===== config.mk =====
export PLATFORM = sky130hd
export DESIGN_NAME = ttc_timer_two
export DESIGN_NICKNAME = d
export VERILOG_FILES = /design/src/ttc_pkg.sv /design/src/ttc_fall_detect.sv /design/src/ttc_prescaler.sv /design/src/ttc_timer_two.sv
export SDC_FILE = /design/constraint.sdc
export NUM_CORES = 1
export LEC_CHECK = 0
export CAP_MARGIN = 20
export CORE_MARGIN = 5
export CORE_UTILIZATION = 50
export DETAILED_ROUTE_END_ITERATION = 12
export DONT_BUFFER_PORTS = 1
export GPL_TIMING_DRIVEN = 0
export PLACE_DENSITY = 0.72
export SYNTH_ARGS = -nofsm -noshare
export SYNTH_HDL_FRONTEND = slang
export SYNTH_SLANG_ARGS = --single-unit

===== constraint.sdc =====
create_clock -name clk -period 2.7 [get_ports clk]
set_input_delay 0.135 -clock clk [delete_from_list [all_inputs] [get_ports clk]]
set_output_delay 0.135 -clock clk [all_outputs]
set_load 0.03 [all_outputs]

===== src/ttc_pkg.sv =====
// Behaviour
// - Overflow flag, control bit 7, set on counter overflow; only software clears it.
// - Overflow flag is never set while either serial clock select bit is one.
// - External flag, bit 6, set by an enabled trigger falling edge; software clears it.
// - Set external flag requests the timer interrupt, except while the mode register's direction enable bit is one.
// - Receive clock select, bit 5: receiver ticks on our overflows, else timer one.
// - Transmit clock select, bit 4: transmitter ticks on our overflows, else timer one.
// - External enable, bit 3, lets trigger edges capture or reload; clear ignores them.
// - Counter runs only while run control, bit 2, is one; otherwise holds.
// - Counter select, bit 1: zero counts internal ticks, one counts external falling edges.
// - Capture select one with external enable: each trigger falling edge captures.
// - Capture select zero: reload on overflow, and on trigger edges when enabled; here trigger edges reload only while run control is one.
// - Serial clock mode ignores capture select and forces reload on every overflow.
// - Control register at 0C8H, resets to zero: stopped, flags clear, serial deselected.
// - Up counting reaches 0FFFFH, overflows and loads the reload pair; in capture mode it wraps to zero instead.
// - Timer ticks every twelve oscillator clocks, or every two in serial clock mode.
// - In serial clock mode an enabled trigger edge sets the flag without reload.
package ttc_pkg;

   // register byte addresses on the bus
   localparam logic [7:0] TTC_CTRL_OFS = 8'hC8;
   localparam logic [7:0] TTC_MODE_OFS = 8'hCC;
   localparam logic [7:0] TTC_RELOAD_OFS = 8'hD0;
   localparam logic [7:0] TTC_COUNT_OFS = 8'hD4;
   localparam logic [7:0] TTC_IRQ_STAT_OFS = 8'hD8;
   localparam logic [7:0] TTC_IRQ_MASK_OFS = 8'hDC;

   // values after reset, and the counter's top value
   localparam logic [7:0] TTC_CTRL_RST = 8'h00;
   localparam logic TTC_MODE_RST = 1'h0;
   localparam logic [15:0] TTC_RELOAD_RST = 16'h0000;
   localparam logic [15:0] TTC_COUNT_RST = 16'h0000;
   localparam logic [1:0] TTC_IRQ_RST = 2'h0;
   localparam logic [15:0] TTC_COUNT_MAX = 16'hFFFF;

   // field positions outside the control byte
   localparam int TTC_MODE_DIR_BIT = 0;
   localparam int TTC_IRQ_OVF_BIT = 0;
   localparam int TTC_IRQ_EXT_BIT = 1;

   // oscillator clocks per machine cycle and per state time
   localparam int TTC_MACHINE_DIV = 12;
   localparam int TTC_STATE_DIV = 2;

   // control byte, bit 7 first
   typedef struct packed {
      logic overflow_flag;
      logic external_flag;
      logic receive_clock_select;
      logic transmit_clock_select;
      logic external_enable;
      logic run_control;
      logic counter_select;
      logic capture_reload_select;
   } ttc_ctrl_t;

endpackage : ttc_pkg


===== src/ttc_fall_detect.sv =====
`timescale 1ns/1ps
module ttc_fall_detect
   import ttc_pkg::*;
(
   input wire logic clk,
   input wire logic rst,
   input wire logic pin,
   output logic level,
   output logic fall
);
   logic meta_q;
   logic sync_q;
   logic prev_q;
   logic fall_q;

   // two flops before any logic looks at the pin
   always_ff @(posedge clk) begin
      if (rst) begin
         meta_q <= 1'h1;
         sync_q <= 1'h1;
         prev_q <= 1'h1;
      end else begin
         meta_q <= pin;
         sync_q <= meta_q;
         prev_q <= sync_q;
      end
   end

   // one pulse per high to low change
   always_ff @(posedge clk) begin
      if (rst) begin
         fall_q <= 1'h0;
      end else begin
         fall_q <= prev_q & ~sync_q;
      end
   end

   assign level = sync_q;
   assign fall = fall_q;

   property p_one_event;
      @(posedge clk) disable iff (rst) fall_q |-> !prev_q && $past(sync_q, 2);
   endproperty
   a_one_event: assert property (p_one_event) else $error("fall pulse without a falling input");

endmodule : ttc_fall_detect


===== src/ttc_prescaler.sv =====
`timescale 1ns/1ps
module ttc_prescaler
   import ttc_pkg::*;
#(
   parameter int DIV = TTC_MACHINE_DIV
)
(
   input wire logic clk,
   input wire logic rst,
   output logic tick
);
   localparam int W = (DIV > 2) ? $clog2(DIV) : 1;
   localparam logic [W-1:0] LAST = W'(DIV - 1);

   logic [W-1:0] cnt_q;
   logic tick_q;

   // free running divider; one tick pulse every DIV clocks
   always_ff @(posedge clk) begin
      if (rst) begin
         cnt_q <= '0;
         tick_q <= 1'h0;
      end else if (cnt_q == LAST) begin
         cnt_q <= '0;
         tick_q <= 1'h1;
      end else begin
         cnt_q <= cnt_q + 1'b1;
         tick_q <= 1'h0;
      end
   end

   assign tick = tick_q;

endmodule : ttc_prescaler


===== src/ttc_timer_two.sv =====
// The implementer's own choice: the Avalon-MM interface to the registers.
`timescale 1ns/1ps
module ttc_timer_two
   import ttc_pkg::*;
#(
   parameter int MACHINE_DIV = TTC_MACHINE_DIV,
   parameter int STATE_DIV = TTC_STATE_DIV
)
(
   input wire logic clk,
   input wire logic rst,
   input wire logic [7:0] address,
   input wire logic read,
   input wire logic write,
   input wire logic [31:0] writedata,
   output logic [31:0] readdata,
   output logic waitrequest,
   input wire logic external_count_input,
   input wire logic trigger_input,
   input wire logic timer1_overflow,
   output logic rx_clock_tick,
   output logic tx_clock_tick,
   output logic irq
);
   ttc_ctrl_t ctrl_q;
   ttc_ctrl_t ctrl_d;
   logic dir_en_q;
   logic [15:0] reload_q;
   logic [15:0] count_q;
   logic [1:0] irq_stat_q;
   logic [1:0] irq_mask_q;
   logic irq_q;
   logic wait_q;
   logic [31:0] rdata_q;
   logic rx_q;
   logic tx_q;

   logic ext_fall;
   logic trig_fall;
   logic trig_level;
   logic tick_mc;
   logic tick_st;

   // input synchronisers and tick sources
   ttc_fall_detect u_count_pin (
      .clk(clk),
      .rst(rst),
      .pin(external_count_input),
      .level(),
      .fall(ext_fall)
   );

   ttc_fall_detect u_trig_pin (
      .clk(clk),
      .rst(rst),
      .pin(trigger_input),
      .level(trig_level),
      .fall(trig_fall)
   );

   ttc_prescaler #(.DIV(MACHINE_DIV)) u_machine_tick (
      .clk(clk),
      .rst(rst),
      .tick(tick_mc)
   );

   ttc_prescaler #(.DIV(STATE_DIV)) u_state_tick (
      .clk(clk),
      .rst(rst),
      .tick(tick_st)
   );

   // bus access strobes: a write lands at the edge where waitrequest is low
   logic wr_en;
   logic rd_take;
   logic wr_ctrl;
   logic wr_mode;
   logic wr_reload;
   logic wr_count;
   logic wr_stat;
   logic wr_mask;
   assign wr_en = write & ~wait_q;
   assign rd_take = read & wait_q;
   assign wr_ctrl = wr_en && (address == TTC_CTRL_OFS);
   assign wr_mode = wr_en && (address == TTC_MODE_OFS);
   assign wr_reload = wr_en && (address == TTC_RELOAD_OFS);
   assign wr_count = wr_en && (address == TTC_COUNT_OFS);
   assign wr_stat = wr_en && (address == TTC_IRQ_STAT_OFS);
   assign wr_mask = wr_en && (address == TTC_IRQ_MASK_OFS);

   // operating mode decode
   logic baud;
   logic updown;
   logic dir_up;
   logic count_tick;
   assign baud = ctrl_q.receive_clock_select | ctrl_q.transmit_clock_select;
   // up/down only applies to plain auto-reload; serial mode forces reload
   assign updown = dir_en_q & ~baud & ~ctrl_q.capture_reload_select;
   assign dir_up = ~updown | trig_level;
   // tick source: external edges, state time in serial mode, else machine cycle
   assign count_tick = ctrl_q.run_control &
      (ctrl_q.counter_select ? ext_fall : (baud ? tick_st : tick_mc));

   // counter events
   logic ovf;
   logic unf;
   logic trig_evt;
   logic capture;
   logic reload_evt;
   logic set_ovf_flag;
   logic set_ext_flag;
   logic toggle_ext_flag;
   assign ovf = count_tick && dir_up && (count_q == TTC_COUNT_MAX);
   assign unf = count_tick && !dir_up && (count_q == reload_q);
   // in up/down mode the trigger pin is the direction, not an event source
   assign trig_evt = trig_fall & ctrl_q.external_enable & ~updown;
   assign capture = trig_evt & ctrl_q.capture_reload_select & ~baud;
   // a stopped counter is not reloaded by the pin, so it truly holds
   assign reload_evt = trig_evt & ~ctrl_q.capture_reload_select & ~baud
      & ctrl_q.run_control;
   assign set_ovf_flag = (ovf | unf) & ~baud;
   assign set_ext_flag = trig_evt;
   assign toggle_ext_flag = updown & (ovf | unf);

   // control register; hardware set wins over a software clear
   always_comb begin
      ctrl_d = wr_ctrl ? ttc_ctrl_t'(writedata[7:0]) : ctrl_q;
      if (set_ovf_flag) begin
         ctrl_d.overflow_flag = 1'h1;
      end
      if (toggle_ext_flag) begin
         ctrl_d.external_flag = ~ctrl_q.external_flag;
      end else if (set_ext_flag) begin
         ctrl_d.external_flag = 1'h1;
      end
   end

   always_ff @(posedge clk) begin
      if (rst) begin
         ctrl_q <= ttc_ctrl_t'(TTC_CTRL_RST);
      end else begin
         ctrl_q <= ctrl_d;
      end
   end

   // mode register: direction enable
   always_ff @(posedge clk) begin
      if (rst) begin
         dir_en_q <= TTC_MODE_RST;
      end else if (wr_mode) begin
         dir_en_q <= writedata[TTC_MODE_DIR_BIT];
      end
   end

   // reload pair; capture copies the live count in
   always_ff @(posedge clk) begin
      if (rst) begin
         reload_q <= TTC_RELOAD_RST;
      end else if (wr_reload) begin
         reload_q <= writedata[15:0];
      end else if (capture) begin
         reload_q <= count_q;
      end
   end

   // counter; capture mode wraps through zero, other modes reload
   always_ff @(posedge clk) begin
      if (rst) begin
         count_q <= TTC_COUNT_RST;
      end else if (wr_count) begin
         count_q <= writedata[15:0];
      end else if (ovf && (!ctrl_q.capture_reload_select || baud)) begin
         count_q <= reload_q;
      end else if (unf) begin
         count_q <= TTC_COUNT_MAX;
      end else if (reload_evt) begin
         count_q <= reload_q;
      end else if (count_tick) begin
         count_q <= dir_up ? count_q + 16'h0001 : count_q - 16'h0001;
      end
   end

   // serial port clock selection, registered so the pulses are clean
   always_ff @(posedge clk) begin
      if (rst) begin
         rx_q <= 1'h0;
         tx_q <= 1'h0;
      end else begin
         rx_q <= ctrl_q.receive_clock_select ? (ovf & baud) : timer1_overflow;
         tx_q <= ctrl_q.transmit_clock_select ? (ovf & baud) : timer1_overflow;
      end
   end

   // sticky interrupt status, write one to clear, set wins
   always_ff @(posedge clk) begin
      if (rst) begin
         irq_stat_q <= TTC_IRQ_RST;
         irq_mask_q <= TTC_IRQ_RST;
      end else begin
         irq_stat_q[TTC_IRQ_OVF_BIT] <= set_ovf_flag |
            (irq_stat_q[TTC_IRQ_OVF_BIT] & ~(wr_stat & writedata[TTC_IRQ_OVF_BIT]));
         // the toggling flag of up/down mode never reaches the interrupt
         irq_stat_q[TTC_IRQ_EXT_BIT] <= (set_ext_flag & ~dir_en_q) |
            (irq_stat_q[TTC_IRQ_EXT_BIT] & ~(wr_stat & writedata[TTC_IRQ_EXT_BIT]));
         if (wr_mask) begin
            irq_mask_q <= writedata[1:0];
         end
      end
   end

   // level interrupt while any unmasked status bit stands
   always_ff @(posedge clk) begin
      if (rst) begin
         irq_q <= 1'h0;
      end else begin
         irq_q <= |(irq_stat_q & irq_mask_q);
      end
   end

   // one wait cycle per access; unmapped reads return zero
   always_ff @(posedge clk) begin
      if (rst) begin
         wait_q <= 1'h1;
      end else if ((read | write) && wait_q) begin
         wait_q <= 1'h0;
      end else begin
         wait_q <= 1'h1;
      end
   end

   always_ff @(posedge clk) begin
      if (rst) begin
         rdata_q <= 32'h00000000;
      end else if (rd_take) begin
         case (address)
            TTC_CTRL_OFS: rdata_q <= {24'h000000, ctrl_q};
            TTC_MODE_OFS: rdata_q <= {31'h00000000, dir_en_q};
            TTC_RELOAD_OFS: rdata_q <= {16'h0000, reload_q};
            TTC_COUNT_OFS: rdata_q <= {16'h0000, count_q};
            TTC_IRQ_STAT_OFS: rdata_q <= {30'h00000000, irq_stat_q};
            TTC_IRQ_MASK_OFS: rdata_q <= {30'h00000000, irq_mask_q};
            default: rdata_q <= 32'h00000000;
         endcase
      end
   end

   assign readdata = rdata_q;
   assign waitrequest = wait_q;
   assign rx_clock_tick = rx_q;
   assign tx_clock_tick = tx_q;
   assign irq = irq_q;

   // checks
   property p_ovf_flag;
      @(posedge clk) disable iff (rst) ovf && !baud |=> ctrl_q.overflow_flag;
   endproperty
   a_ovf_flag: assert property (p_ovf_flag) else $error("overflow did not set flag");

   property p_no_flag_baud;
      @(posedge clk) disable iff (rst)
         baud && !ctrl_q.overflow_flag && !wr_ctrl |=> !ctrl_q.overflow_flag;
   endproperty
   a_no_flag_baud: assert property (p_no_flag_baud) else $error("flag set in serial mode");

   property p_ext_flag;
      @(posedge clk) disable iff (rst)
         trig_fall && ctrl_q.external_enable && !dir_en_q |=> ctrl_q.external_flag;
   endproperty
   a_ext_flag: assert property (p_ext_flag) else $error("trigger edge lost");

   property p_ext_irq;
      @(posedge clk) disable iff (rst)
         set_ext_flag && !dir_en_q && irq_mask_q[TTC_IRQ_EXT_BIT] |=> ##1 irq_q;
   endproperty
   a_ext_irq: assert property (p_ext_irq) else $error("external flag raised no interrupt");

   property p_rx_sel;
      @(posedge clk) disable iff (rst)
         1'b1 |=> rx_q == ($past(ctrl_q.receive_clock_select) ?
            $past(ovf) : $past(timer1_overflow));
   endproperty
   a_rx_sel: assert property (p_rx_sel) else $error("receive tick from nowhere");

   property p_tx_own;
      @(posedge clk) disable iff (rst)
         ctrl_q.transmit_clock_select && ovf |=> tx_q;
   endproperty
   a_tx_own: assert property (p_tx_own) else $error("transmit tick missing");

   property p_hold;
      @(posedge clk) disable iff (rst)
         !ctrl_q.run_control && !wr_count |=> $stable(count_q);
   endproperty
   a_hold: assert property (p_hold) else $error("stopped counter moved");

   property p_capture;
      @(posedge clk) disable iff (rst)
         capture && !wr_reload && !wr_count |=> reload_q == $past(count_q);
   endproperty
   a_capture: assert property (p_capture) else $error("capture value wrong");

   property p_reload;
      @(posedge clk) disable iff (rst)
         ovf && (!ctrl_q.capture_reload_select || baud) && !wr_count
         |=> count_q == $past(reload_q);
   endproperty
   a_reload: assert property (p_reload) else $error("overflow did not reload");

   // cycles since the last machine tick; a counter keeps the rate check free of long repeats
   int mc_gap_q;
   logic mc_seen_q;
   always_ff @(posedge clk) begin
      if (rst) begin
         mc_gap_q <= 0;
         mc_seen_q <= 1'h0;
      end else if (tick_mc) begin
         mc_gap_q <= 0;
         mc_seen_q <= 1'h1;
      end else begin
         mc_gap_q <= mc_gap_q + 1;
      end
   end

   // the first tick after reset has no predecessor, so checking starts after it
   property p_machine_rate;
      @(posedge clk) disable iff (rst)
         mc_seen_q |-> mc_gap_q < MACHINE_DIV && (!tick_mc || mc_gap_q == MACHINE_DIV - 1);
   endproperty
   a_machine_rate: assert property (p_machine_rate) else $error("machine tick rate off");

   property p_bus_answer;
      @(posedge clk) disable iff (rst) (read || write) && wait_q |=> !wait_q ##1 wait_q;
   endproperty
   a_bus_answer: assert property (p_bus_answer) else $error("bus answer not one cycle");

   c_baud_ovf: cover property (@(posedge clk) disable iff (rst) ovf && baud);
   c_capture: cover property (@(posedge clk) disable iff (rst) capture);
   c_irq: cover property (@(posedge clk) disable iff (rst) $rose(irq_q));

endmodule : ttc_timer_two

==> flow_summary.yaml, run 1 <==
routing:
  vias_per_cell: 6.13
  drc: 0
  initialDrtViolationCount: 360
  routedWlPerCell_um: 20.6
  drt_first_pass_iters: 5
  ant_nets: 0
  route.vias.total: 4611
  drt_wl_total_um: 15500
power:
  power.leakage_nw: 2.12
  power.density_nw_per_um2: 417
  ir_drop_uv: 327
  fin_total_pwr_mw: 2.28
yosys:
  async_flop_share: 0
  yosys-top-cells-area: "dfxtp_1 (34%), mux2i_1 (10%), nor2_1 (8.4%)"
  synthesis.area_um2: 4680
  yosysMostFrequentCell: "nor2_1"
  syn_inst: 586
  syn_area_per_cell_um2: 7.99
  synth.distinct_cells: 62
  synth_edf_count: 0
  synth_top_area_share: 0.342
  yosysSeqAreaShare: 0.342
  ys_top_cells_by_count: "nor2_1 (105), dfxtp_1 (80), mux2i_1 (47)"
  ys.flop_type: "dfxtp_1"
  ys_seq_elements: 80
  ys_warn_count: 0
  yosysTopAreaCell: "dfxtp_1"
die:
  ios: 83
  std_cell_rows: 35
  dieArea_um2: 11400
  die_w_um: 107
  die_h_um: 107
  start_util: 0.509
  core_area_um2: 9200
min_path:
  hp-class: "in2reg"
worst_setup_path:
  timing.critical_path.to_type: "flip-flop"
  critical_path_class: "reg2reg"
  path_max_fanout: 7
  crit_required_ps: 2920
  cp.arrival_ps: 2890
  start_kind: "flip-flop"
sta:
  fin_worst_skew_ps: 10.9
  fin_crit_ps: 2670
  relSlewSlack: 0.344
  drv_slew: 0
  max_freq_ghz: 0.375
  tightest_slew_ps: 975
  setup_viol: 0
  rsz0062_at_grt: "true"
  finalHoldViolations: 0
  fin_crit_sh: 0.988
final_layout:
  syn_to_final_growth_pct: 16.8
  final_area_um2: 5470
  fin_nets: 685
  fin_cells: 752
  num-fill-cells: 857
  drive_gt1_frac: 0.144
  num_antenna_cells: 0
global_routing:
  grt_max_degree: 15
  grt-ovfl-total: 0
  antenna_found_initial: 0
  grt_pass1_vias: 4541
  grt_usage: 0.271
  grt_pass1_wl_um: 24200
clock_network:
  clock_latency_ps: 350
  h-tree-depth: 3
  tritoncts: "done"
  clock_sinks: 80
  cts_root_buf: "clkbuf_8"
  clk_pin_slew_worst_paths_ps: 90
  cts_buffer_depth: 2
  numCtsBuffers: 9
placed_design:
  place.gp.congestion: 0.968
  port_buffers: 0
  place_inst: 712
  dpl.hpwl_um: 11400
  postPlaceCellArea_um2: 4880
job:
  maxCapViolations: 0
status:
  outcome: "completed"
-- final timing paths --
kind	cells past startpoint	slack (ps)	start	end
setup reg to reg	10	30	ctrl_q[4]	count_q[6]
setup / recovery	10	30	ctrl_q[4]	count_q[6]
hold reg to reg	1	410	u_trig_pin.meta_q	u_trig_pin.level
hold / removal	2	20	writedata[11]	count_q[11]
-- worst max-delay path: stages, from the launching register on --
cell	delay, ps
dfxtp_4	390
nor4b_4	390
nand2_4	100
xnor2_1	140
ha_2	230
or4_4	540
mux2i_4	180
nor3_1	60
o21a_1	210
a2111oi_4	210
nor4_1	90
-- state kept, by name, indices dropped and copies added (netlist names) --
name,cells
irq,1
u_trig_pin.fall,1
irq_mask_q,2
u_trig_pin.meta_q,1
dir_en_q,1
reload_q,16
rx_clock_tick,1
tx_clock_tick,1
u_count_pin.level,1
u_count_pin.prev_q,1
u_machine_tick.tick,1
u_count_pin.meta_q,1
waitrequest,1
count_q,16
readdata,16
u_trig_pin.level,1
u_state_tick.cnt_q,1
irq_stat_q,2
u_trig_pin.prev_q,1
ctrl_q,8
u_state_tick.tick,1
u_count_pin.fall,1
u_machine_tick.cnt_q,4
-- cell families (layout without fill, tap and decap cells) --
family / Yosys count / in the layout / synth area share
buffers and inverters: 68 / 108 / 0.0730
multiplexers: 48 / 48 / 0.105
adder cells (fa/ha/maj): 2 / 2 / 0.00535
AND/OR/NAND/NOR: 248 / 248 / 0.267
flip-flops: 80 / 80 / 0.342
XOR/XNOR: 30 / 30 / 0.0561
AO/OA/AOI/OAI: 109 / 109 / 0.151
other: 1 / 16 / 0.000801
-- cell usage in the layout (no fill, tap or decap), types with 3 or more instances in the layout --
master | Yosys | final
and3_1 | 8 | 8
nand2b_1 | 3 | 3
xnor2_1 | 17 | 17
nor4_1 | 18 | 16
xor2_1 | 13 | 13
conb_1 | 1 | 16
nand2_1 | 26 | 25
buf_2 | 6 | 6
inv_1 | 7 | 7
dfxtp_1 | 80 | 76
or4_4 | 2 | 4
o21ai_0 | 10 | 10
o22ai_1 | 9 | 9
or3_1 | 8 | 7
or2_2 | 8 | 8
buf_4 | 16 | 22
nand4_1 | 6 | 6
clkbuf_2 | 0 | 6
o21a_1 | 3 | 3
a211oi_1 | 24 | 24
nor3_1 | 28 | 28
dlygate4sd3_1 | 0 | 21
and4_1 | 3 | 3
nand3_1 | 8 | 7
nor2_1 | 105 | 105
clkbuf_1 | 34 | 25
o211ai_1 | 3 | 3
dfxtp_2 | 0 | 3
clkbuf_8 | 0 | 9
nor4_2 | 1 | 3
a21oi_1 | 39 | 39
mux2i_1 | 47 | 46
nor3b_1 | 4 | 3
-- layout make-up --
cell class                      count  area, um^2  share of cell area
Timing Repair Buffer               27         255              0.0467
Tap cell                          111         139              0.0254
Clock buffer                       10         128              0.0233
Buffer                             58         315              0.0577
Multi-Input combinational cell    453        2930               0.535
Clock inverter                      6        67.6              0.0124
Sequential cell                    80        1610               0.294
Inverter                            7        26.3             0.00481
-- through the flow --
stage,hold slack [ps],util,setup TNS [ps],setup WS [ps]
finish,18.4,0.594,0,32.6
global route,19.2,0.594,-110,-53.9
CTS,16.6,0.582,-28.6,-18.5
detailed placement,241,0.531,-1920,-515
global placement,243,0.531,-1510,-433
floorplan,239,-,0,63.5
-- per-layer routing --
metal | vias up | GRT usage | routed length, um
li1 | 2166 | - | -
met3 | 31 | 0.0578 | 1150
met5 | - | 0 | 0
met2 | 210 | 0.448 | 7420
met1 | 2204 | 0.355 | 6610
met4 | 0 | 0.0813 | 343
-- repair_timing --
action,in CTS,in global routing
endpoints found under the setup margin,11,14
gates resized for setup,17,24
hold endpoints to repair,43,0
buffers inserted,1,5
hold buffers,21,0
pin swaps,2,7
-- where the power goes --
group | switching (mW) | internal [mW] | total, mW
registers | 0.0130 | 1.19 | 1.20
logic | 0.106 | 0.0625 | 0.168
clock network | 0.472 | 0.433 | 0.905
total | 0.591 | 1.69 | 2.28
Power figures use the tool's default switching activity.
==> run 2: changes to the inputs <==
Settings changed: GPL_ROUTABILITY_DRIVEN from default to 0.
Clock period 2.7 ns to 2.3 ns, I/O delays scaled along.
==> run 2 against run 1 <==
  * The run now ends with negative setup slack left
  * Register-to-register slack got worse by 260 ps
  * Clock skew decreased by 6.5 ps
  * Core utilization grew 3.7 points
  * Combinational power up 20%
==> flow_summary.yaml, run 2 (same netlist as run 1, synthesis figures left out) <==
status:
  outcome: "finished with violations"
  violations: "negative setup slack"
routing:
  vias_per_cell: 6.38
  routedWlPerCell_um: 20.7
  drt_wl_total_um: 15700
  ant_nets: 0
  route.vias.total: 4831
  drc: 0
  initialDrtViolationCount: 616
  drt_first_pass_iters: 5
clock_network:
  clk_pin_slew_worst_paths_ps: 80
  clock_sinks: 80
  h-tree-depth: 3
  cts_buffer_depth: 2
  cts_root_buf: "clkbuf_8"
  tritoncts: "done"
  numCtsBuffers: 9
  clock_latency_ps: 370
die:
  dieArea_um2: 11400
  start_util: 0.509
  std_cell_rows: 35
  die_h_um: 107
  core_area_um2: 9200
  ios: 83
  die_w_um: 107
power:
  p_seq_frac: 0.519
  ir_drop_uv: 369
  switching_share: 0.252
  power.density_nw_per_um2: 468
  p_sw_mw: 0.685
  power.leakage_nw: 2.22
  internal_power_mw: 2.03
  clockPowerShare: 0.407
  combPwrFrac: 0.074
sta:
  tightest_slew_ps: 924
  relSlewSlack: 0.378
  rsz0062_at_grt: "true"
  hold_ws_ps: 29.8
  fin_worst_skew_ps: 4.43
  max_freq_ghz: 0.395
  drv_slew: 0
  fin_crit_sh: 1.10
  timing.final.ws_setup_ps: -232
  finalHoldViolations: 0
  setup_viol: 14
  fin_crit_ps: 2530
global_routing:
  grt_usage: 0.268
  grt-ovfl-total: 0
  grt_max_degree: 14
  grt_pass1_vias: 4718
  antenna_found_initial: 0
  grt_pass1_wl_um: 24100
final_layout:
  num_antenna_cells: 0
  final_common_cell: "nor2_1"
  drive_gt1_frac: 0.209
  num-fill-cells: 793
  mostFrequentLayoutCells: "nor2_1 (100), dfxtp_1 (73), mux2i_1 (46)"
  syn_to_final_growth_pct: 24.1
  fin_nets: 691
placed_design:
  pre_cts_ws_ps: -598
  port_buffers: 0
  dpl.hpwl_um: 10700
worst_setup_path:
  start_kind: "flip-flop"
  path_max_fanout: 7
  ff2ff_setup_slack_ps: -230
  crit_required_ps: 2600
  cp.arrival_ps: 2840
  timing.critical_path.to_type: "flip-flop"
  critical_path_class: "reg2reg"
  rr_worst_depth: 10
min_path:
  hp-class: "in2reg"
  holdPathStages: 3
job:
  maxCapViolations: 0
==> run 2: changes by cell type in the layout (fill, tap and decap cells not counted), moves of 4 or more <==
cell and delta:
nor3_1 -7, nor2_2 +4, nor2_1 -5, a211oi_2 +4, a211oi_1 -4, nor4_1 -5
nor3_2 +7
==> run 2: power groups by stage <==
| stage | Clock [mW] | Combinational (mW) | Sequential (mW) |
|---|---|---|---|
| 6_report | 1.11 | 0.201 | 1.41 |
| 5_1_grt | 1.17 | 0.213 | 1.41 |
| 4_1_cts | 1.11 | 0.192 | 1.41 |
| 3_5_place_dp | 0 | 0.150 | 1.45 |
| 3_3_place_gp | 0 | 0.148 | 1.44 |
| 2_1_floorplan | 0 | 0.125 | 1.44 |
==> run 2: routing by layer <==
metal | global-route usage | part of all wire | vias to the layer above
li1 | - | - | 2177
met1 | 0.345 | 0.39 | 2251
met2 | 0.428 | 0.46 | 337
met3 | 0.0614 | 0.11 | 66
met4 | 0.120 | 0.035 | 0
met5 | 0 | 0 | -
==> run 2: stage by stage <==
stage               std cells  instance area [um^2]  total power [mW]  setup TNS [ps]  utilization
finish                    757                  5810              2.72           -2000        0.631
global route              757                  5810              2.80           -3320        0.631
CTS                       753                  5580              2.71           -1560        0.606
detailed placement        712                  4910              1.60           -8800        0.534
global placement          712                  4910              1.59           -6720        0.534
floorplan                 601                  4770              1.57            -367            -
==> run 2: critical path, cell delays in order, from the launching register on <==
cell and delay [ps]:
dfxtp_4 380, nor4b_4 380, nand2_4 100, xnor2_1 140, ha_2 210, or3_4 440, nor3_2 170, a21oi_1 70
xor2_1 170, o211ai_1 190, o311a_1 210
==> run 2: layout make-up <==
class,count,area (um^2),area share
inverter,7,26.3,0.00452
clock buffer,11,153,0.0263
clock inverter,4,52.6,0.00905
buffer,58,352,0.0605
multi-input combinational,453,3140,0.541
tap,111,139,0.0239
timing repair buffer,33,320,0.0552
sequential,80,1620,0.279
==> run 2: path summary, 6_finish.rpt <==
check                     startpoint                to
setup reg to reg           ctrl_q[4]       count_q[14]
setup / recovery           ctrl_q[4]       count_q[14]
hold / removal         writedata[12]       count_q[12]
hold reg to reg   u_count_pin.prev_q  u_count_pin.fall
==> run 2: what timing repair did <==
item	CTS	global route
hold buffers	21	0
endpoints found under the setup margin	36	27
pin swaps	19	19
gates cloned	1	0
buffers inserted	7	4
endpoints found under the hold margin	46	0
gates resized for setup	46	56
==> run 3: changes to the inputs <==
Settings changed: ABC_AREA from default to 1.
==> run 3 against run 2 <==
  * Largest power group unchanged
  * Core utilization fell by 1.7 points
  * The run ends with negative hold slack left
  * Sequential power about the same
  * Largest cell class unchanged
  * Highest routed layer unchanged
  * Cell area up 9.3%
  * Critical endpoint is now count_q[13]
==> flow_summary.yaml, run 3 <==
sta:
  max_freq_ghz: 0.448
  fin_crit_sh: 0.970
  drv_slew: 0
  fin_tns_setup_ps: 0
  setup_viol: 0
  fin_worst_skew_ps: 8.23
  fin_crit_ps: 2230
  hold_ws_ps: -2.97
  relSlewSlack: 0.591
  tightest_slew_ps: 609
  rsz0062_at_grt: "true"
  finalHoldViolations: 1
  timing.final.ws_setup_ps: 69.0
routing:
  drc: 0
  initialDrtViolationCount: 754
  route.vias.total: 5881
  drt_first_pass_iters: 8
  routedWlPerCell_um: 17.7
  ant_nets: 0
  vias_per_cell: 5.83
  drt_wl_total_um: 17900
worst_setup_path:
  rr_worst_depth: 16
  ff2ff_setup_slack_ps: 70
  rr_endpoint: "count_q[13]"
  r2r-start: "ctrl_q[4]"
  start_kind: "flip-flop"
  cp.arrival_ps: 2490
  timing.critical_path.to_type: "flip-flop"
  critical_path_class: "reg2reg"
  path_max_fanout: 5
  crit_required_ps: 2560
clock_network:
  clock_sinks: 80
  tritoncts: "done"
  cts_buffer_depth: 2
  clk_pin_slew_worst_paths_ps: 90
  cts_root_buf: "clkbuf_8"
  numCtsBuffers: 9
  clock_latency_ps: 370
  h-tree-depth: 3
final_layout:
  mostFrequentLayoutCells: "nand2_1 (141), o21ai_0 (93), inv_1 (86)"
  fin_cells: 1008
  num_antenna_cells: 0
  syn_to_final_growth_pct: 20.2
  drive_gt1_frac: 0.204
  fin_nets: 916
  final_area_um2: 6350
  final_common_cell: "nand2_1"
yosys:
  ys_seq_elements: 80
  syn_inst: 801
  ys.flop_type: "dfxtp_1"
  ys_top_cells_by_count: "nand2_1 (156), o21ai_0 (95), inv_1 (90)"
  yosysSeqAreaShare: 0.303
  yosys-top-cells-area: "dfxtp_1 (30%), nand2_1 (11%), o21ai_0 (9.0%)"
  syn_area_per_cell_um2: 6.59
  synth_edf_count: 0
  yosysTopAreaCell: "dfxtp_1"
  synthesis.area_um2: 5280
  synth.distinct_cells: 50
  yosysMostFrequentCell: "nand2_1"
  async_flop_share: 0
  synth_top_area_share: 0.303
  ys_warn_count: 0
die:
  ios: 83
  die_w_um: 113
  die_h_um: 113
  dieArea_um2: 12700
  start_util: 0.512
  core_area_um2: 10300
  std_cell_rows: 37
min_path:
  hold_end: "dir_en_q"
  hold_start: "writedata[0]"
  hp-class: "in2reg"
  holdPathStages: 2
job:
  maxCapViolations: 0
global_routing:
  grt_usage: 0.266
  grt-ovfl-total: 0
  grt_max_degree: 17
  grt_pass1_wl_um: 27400
  antenna_found_initial: 0
  grt_pass1_vias: 5459
placed_design:
  postPlaceCellArea_um2: 5510
  pre_cts_ws_ps: -128
  place_inst: 952
  dpl.hpwl_um: 12900
  port_buffers: 0
power:
  power.density_nw_per_um2: 445
  ir_drop_uv: 555
  power.leakage_nw: 2.72
  fin_total_pwr_mw: 2.82
status:
  violations: "negative hold slack"
  outcome: "finished with violations"
run 3: cell families after synthesis:
family / share of synthesized area
and+or+nand+nor: 0.296
AOI/OAI and AO/OA: 0.231
buffers and inverters: 0.135
DFF: 0.303
xor gates and xnor gates: 0.0296
adders and majority gates: 0.00474
other: 0.000710
run 3: final cells by class:
type / count / area [um^2]
Fill cell: 954 / 3980
Multi-Input combinational cell: 581 / 3210
Sequential cell: 80 / 1620
Inverter: 105 / 412
Timing Repair Buffer: 44 / 408
Buffer: 46 / 295
Tap cell: 136 / 170
Clock buffer: 9 / 124
Clock inverter: 7 / 106
run 3: stage by stage:
stage	hold slack, ps	utilization
5_1_grt	22.1	0.615
6_report	-2.97	0.615
3_3_place_gp	221	0.534
2_1_floorplan	219	-
3_5_place_dp	222	0.534
4_1_cts	0.421	0.583
run 3: timing repair:
| action | 4_1_cts | 5_1_grt |
|---|---|---|
| resized for setup | 5 | 67 |
| hold buffers | 21 | 0 |
| endpoints found under the hold margin | 36 | 0 |
| pin swaps | 4 | 24 |
| setup buffers | 9 | 13 |
| gates cloned | 0 | 1 |
| endpoints found under the setup margin | 8 | 27 |
run 3: routing by layer:
layer | track usage | wire length [um] | up-vias
met2 | 0.416 | 8010 | 423
met5 | 0 | 0 | -
met4 | 0.139 | 853 | 0
met1 | 0.341 | 6950 | 2619
li1 | - | - | 2751
met3 | 0.0626 | 2040 | 88
run 3: power breakdown:
part	internal, mW	leakage (nW)	total [mW]	switching (mW)
clock	0.632	0.117	1.23	0.593
sequential	1.40	0.653	1.41	0.0143
combinational	0.0653	1.95	0.184	0.119
run 3: worst max path at each step:
stage / slack, ps / end / start
6_report: 70 / count_q[13] / ctrl_q[4]
3_5_place_dp: -130 / count_q[12] / dir_en_q
5_1_grt: -110 / count_q[15] / ctrl_q[4]
4_1_cts: -10 / count_q[12] / dir_en_q
2_1_floorplan: 260 / count_q[12] / ctrl_q[4]
3_3_place_gp: -90 / count_q[12] / dir_en_q
run 3: critical path: stages (launching register included):
cell and delay, ps:
dfxtp_4 370, nor2_4 120, buf_6 140, nand3_4 110, buf_12 180, nand2_2 80
nand2_4 70, nor2_1 190, nand3_1 150, nor2_4 190, nand2_1 100, nand2_1 70
nand2_1 50, nand3_1 80, nand2_1 60, a21oi_1 120, nor2_1 60
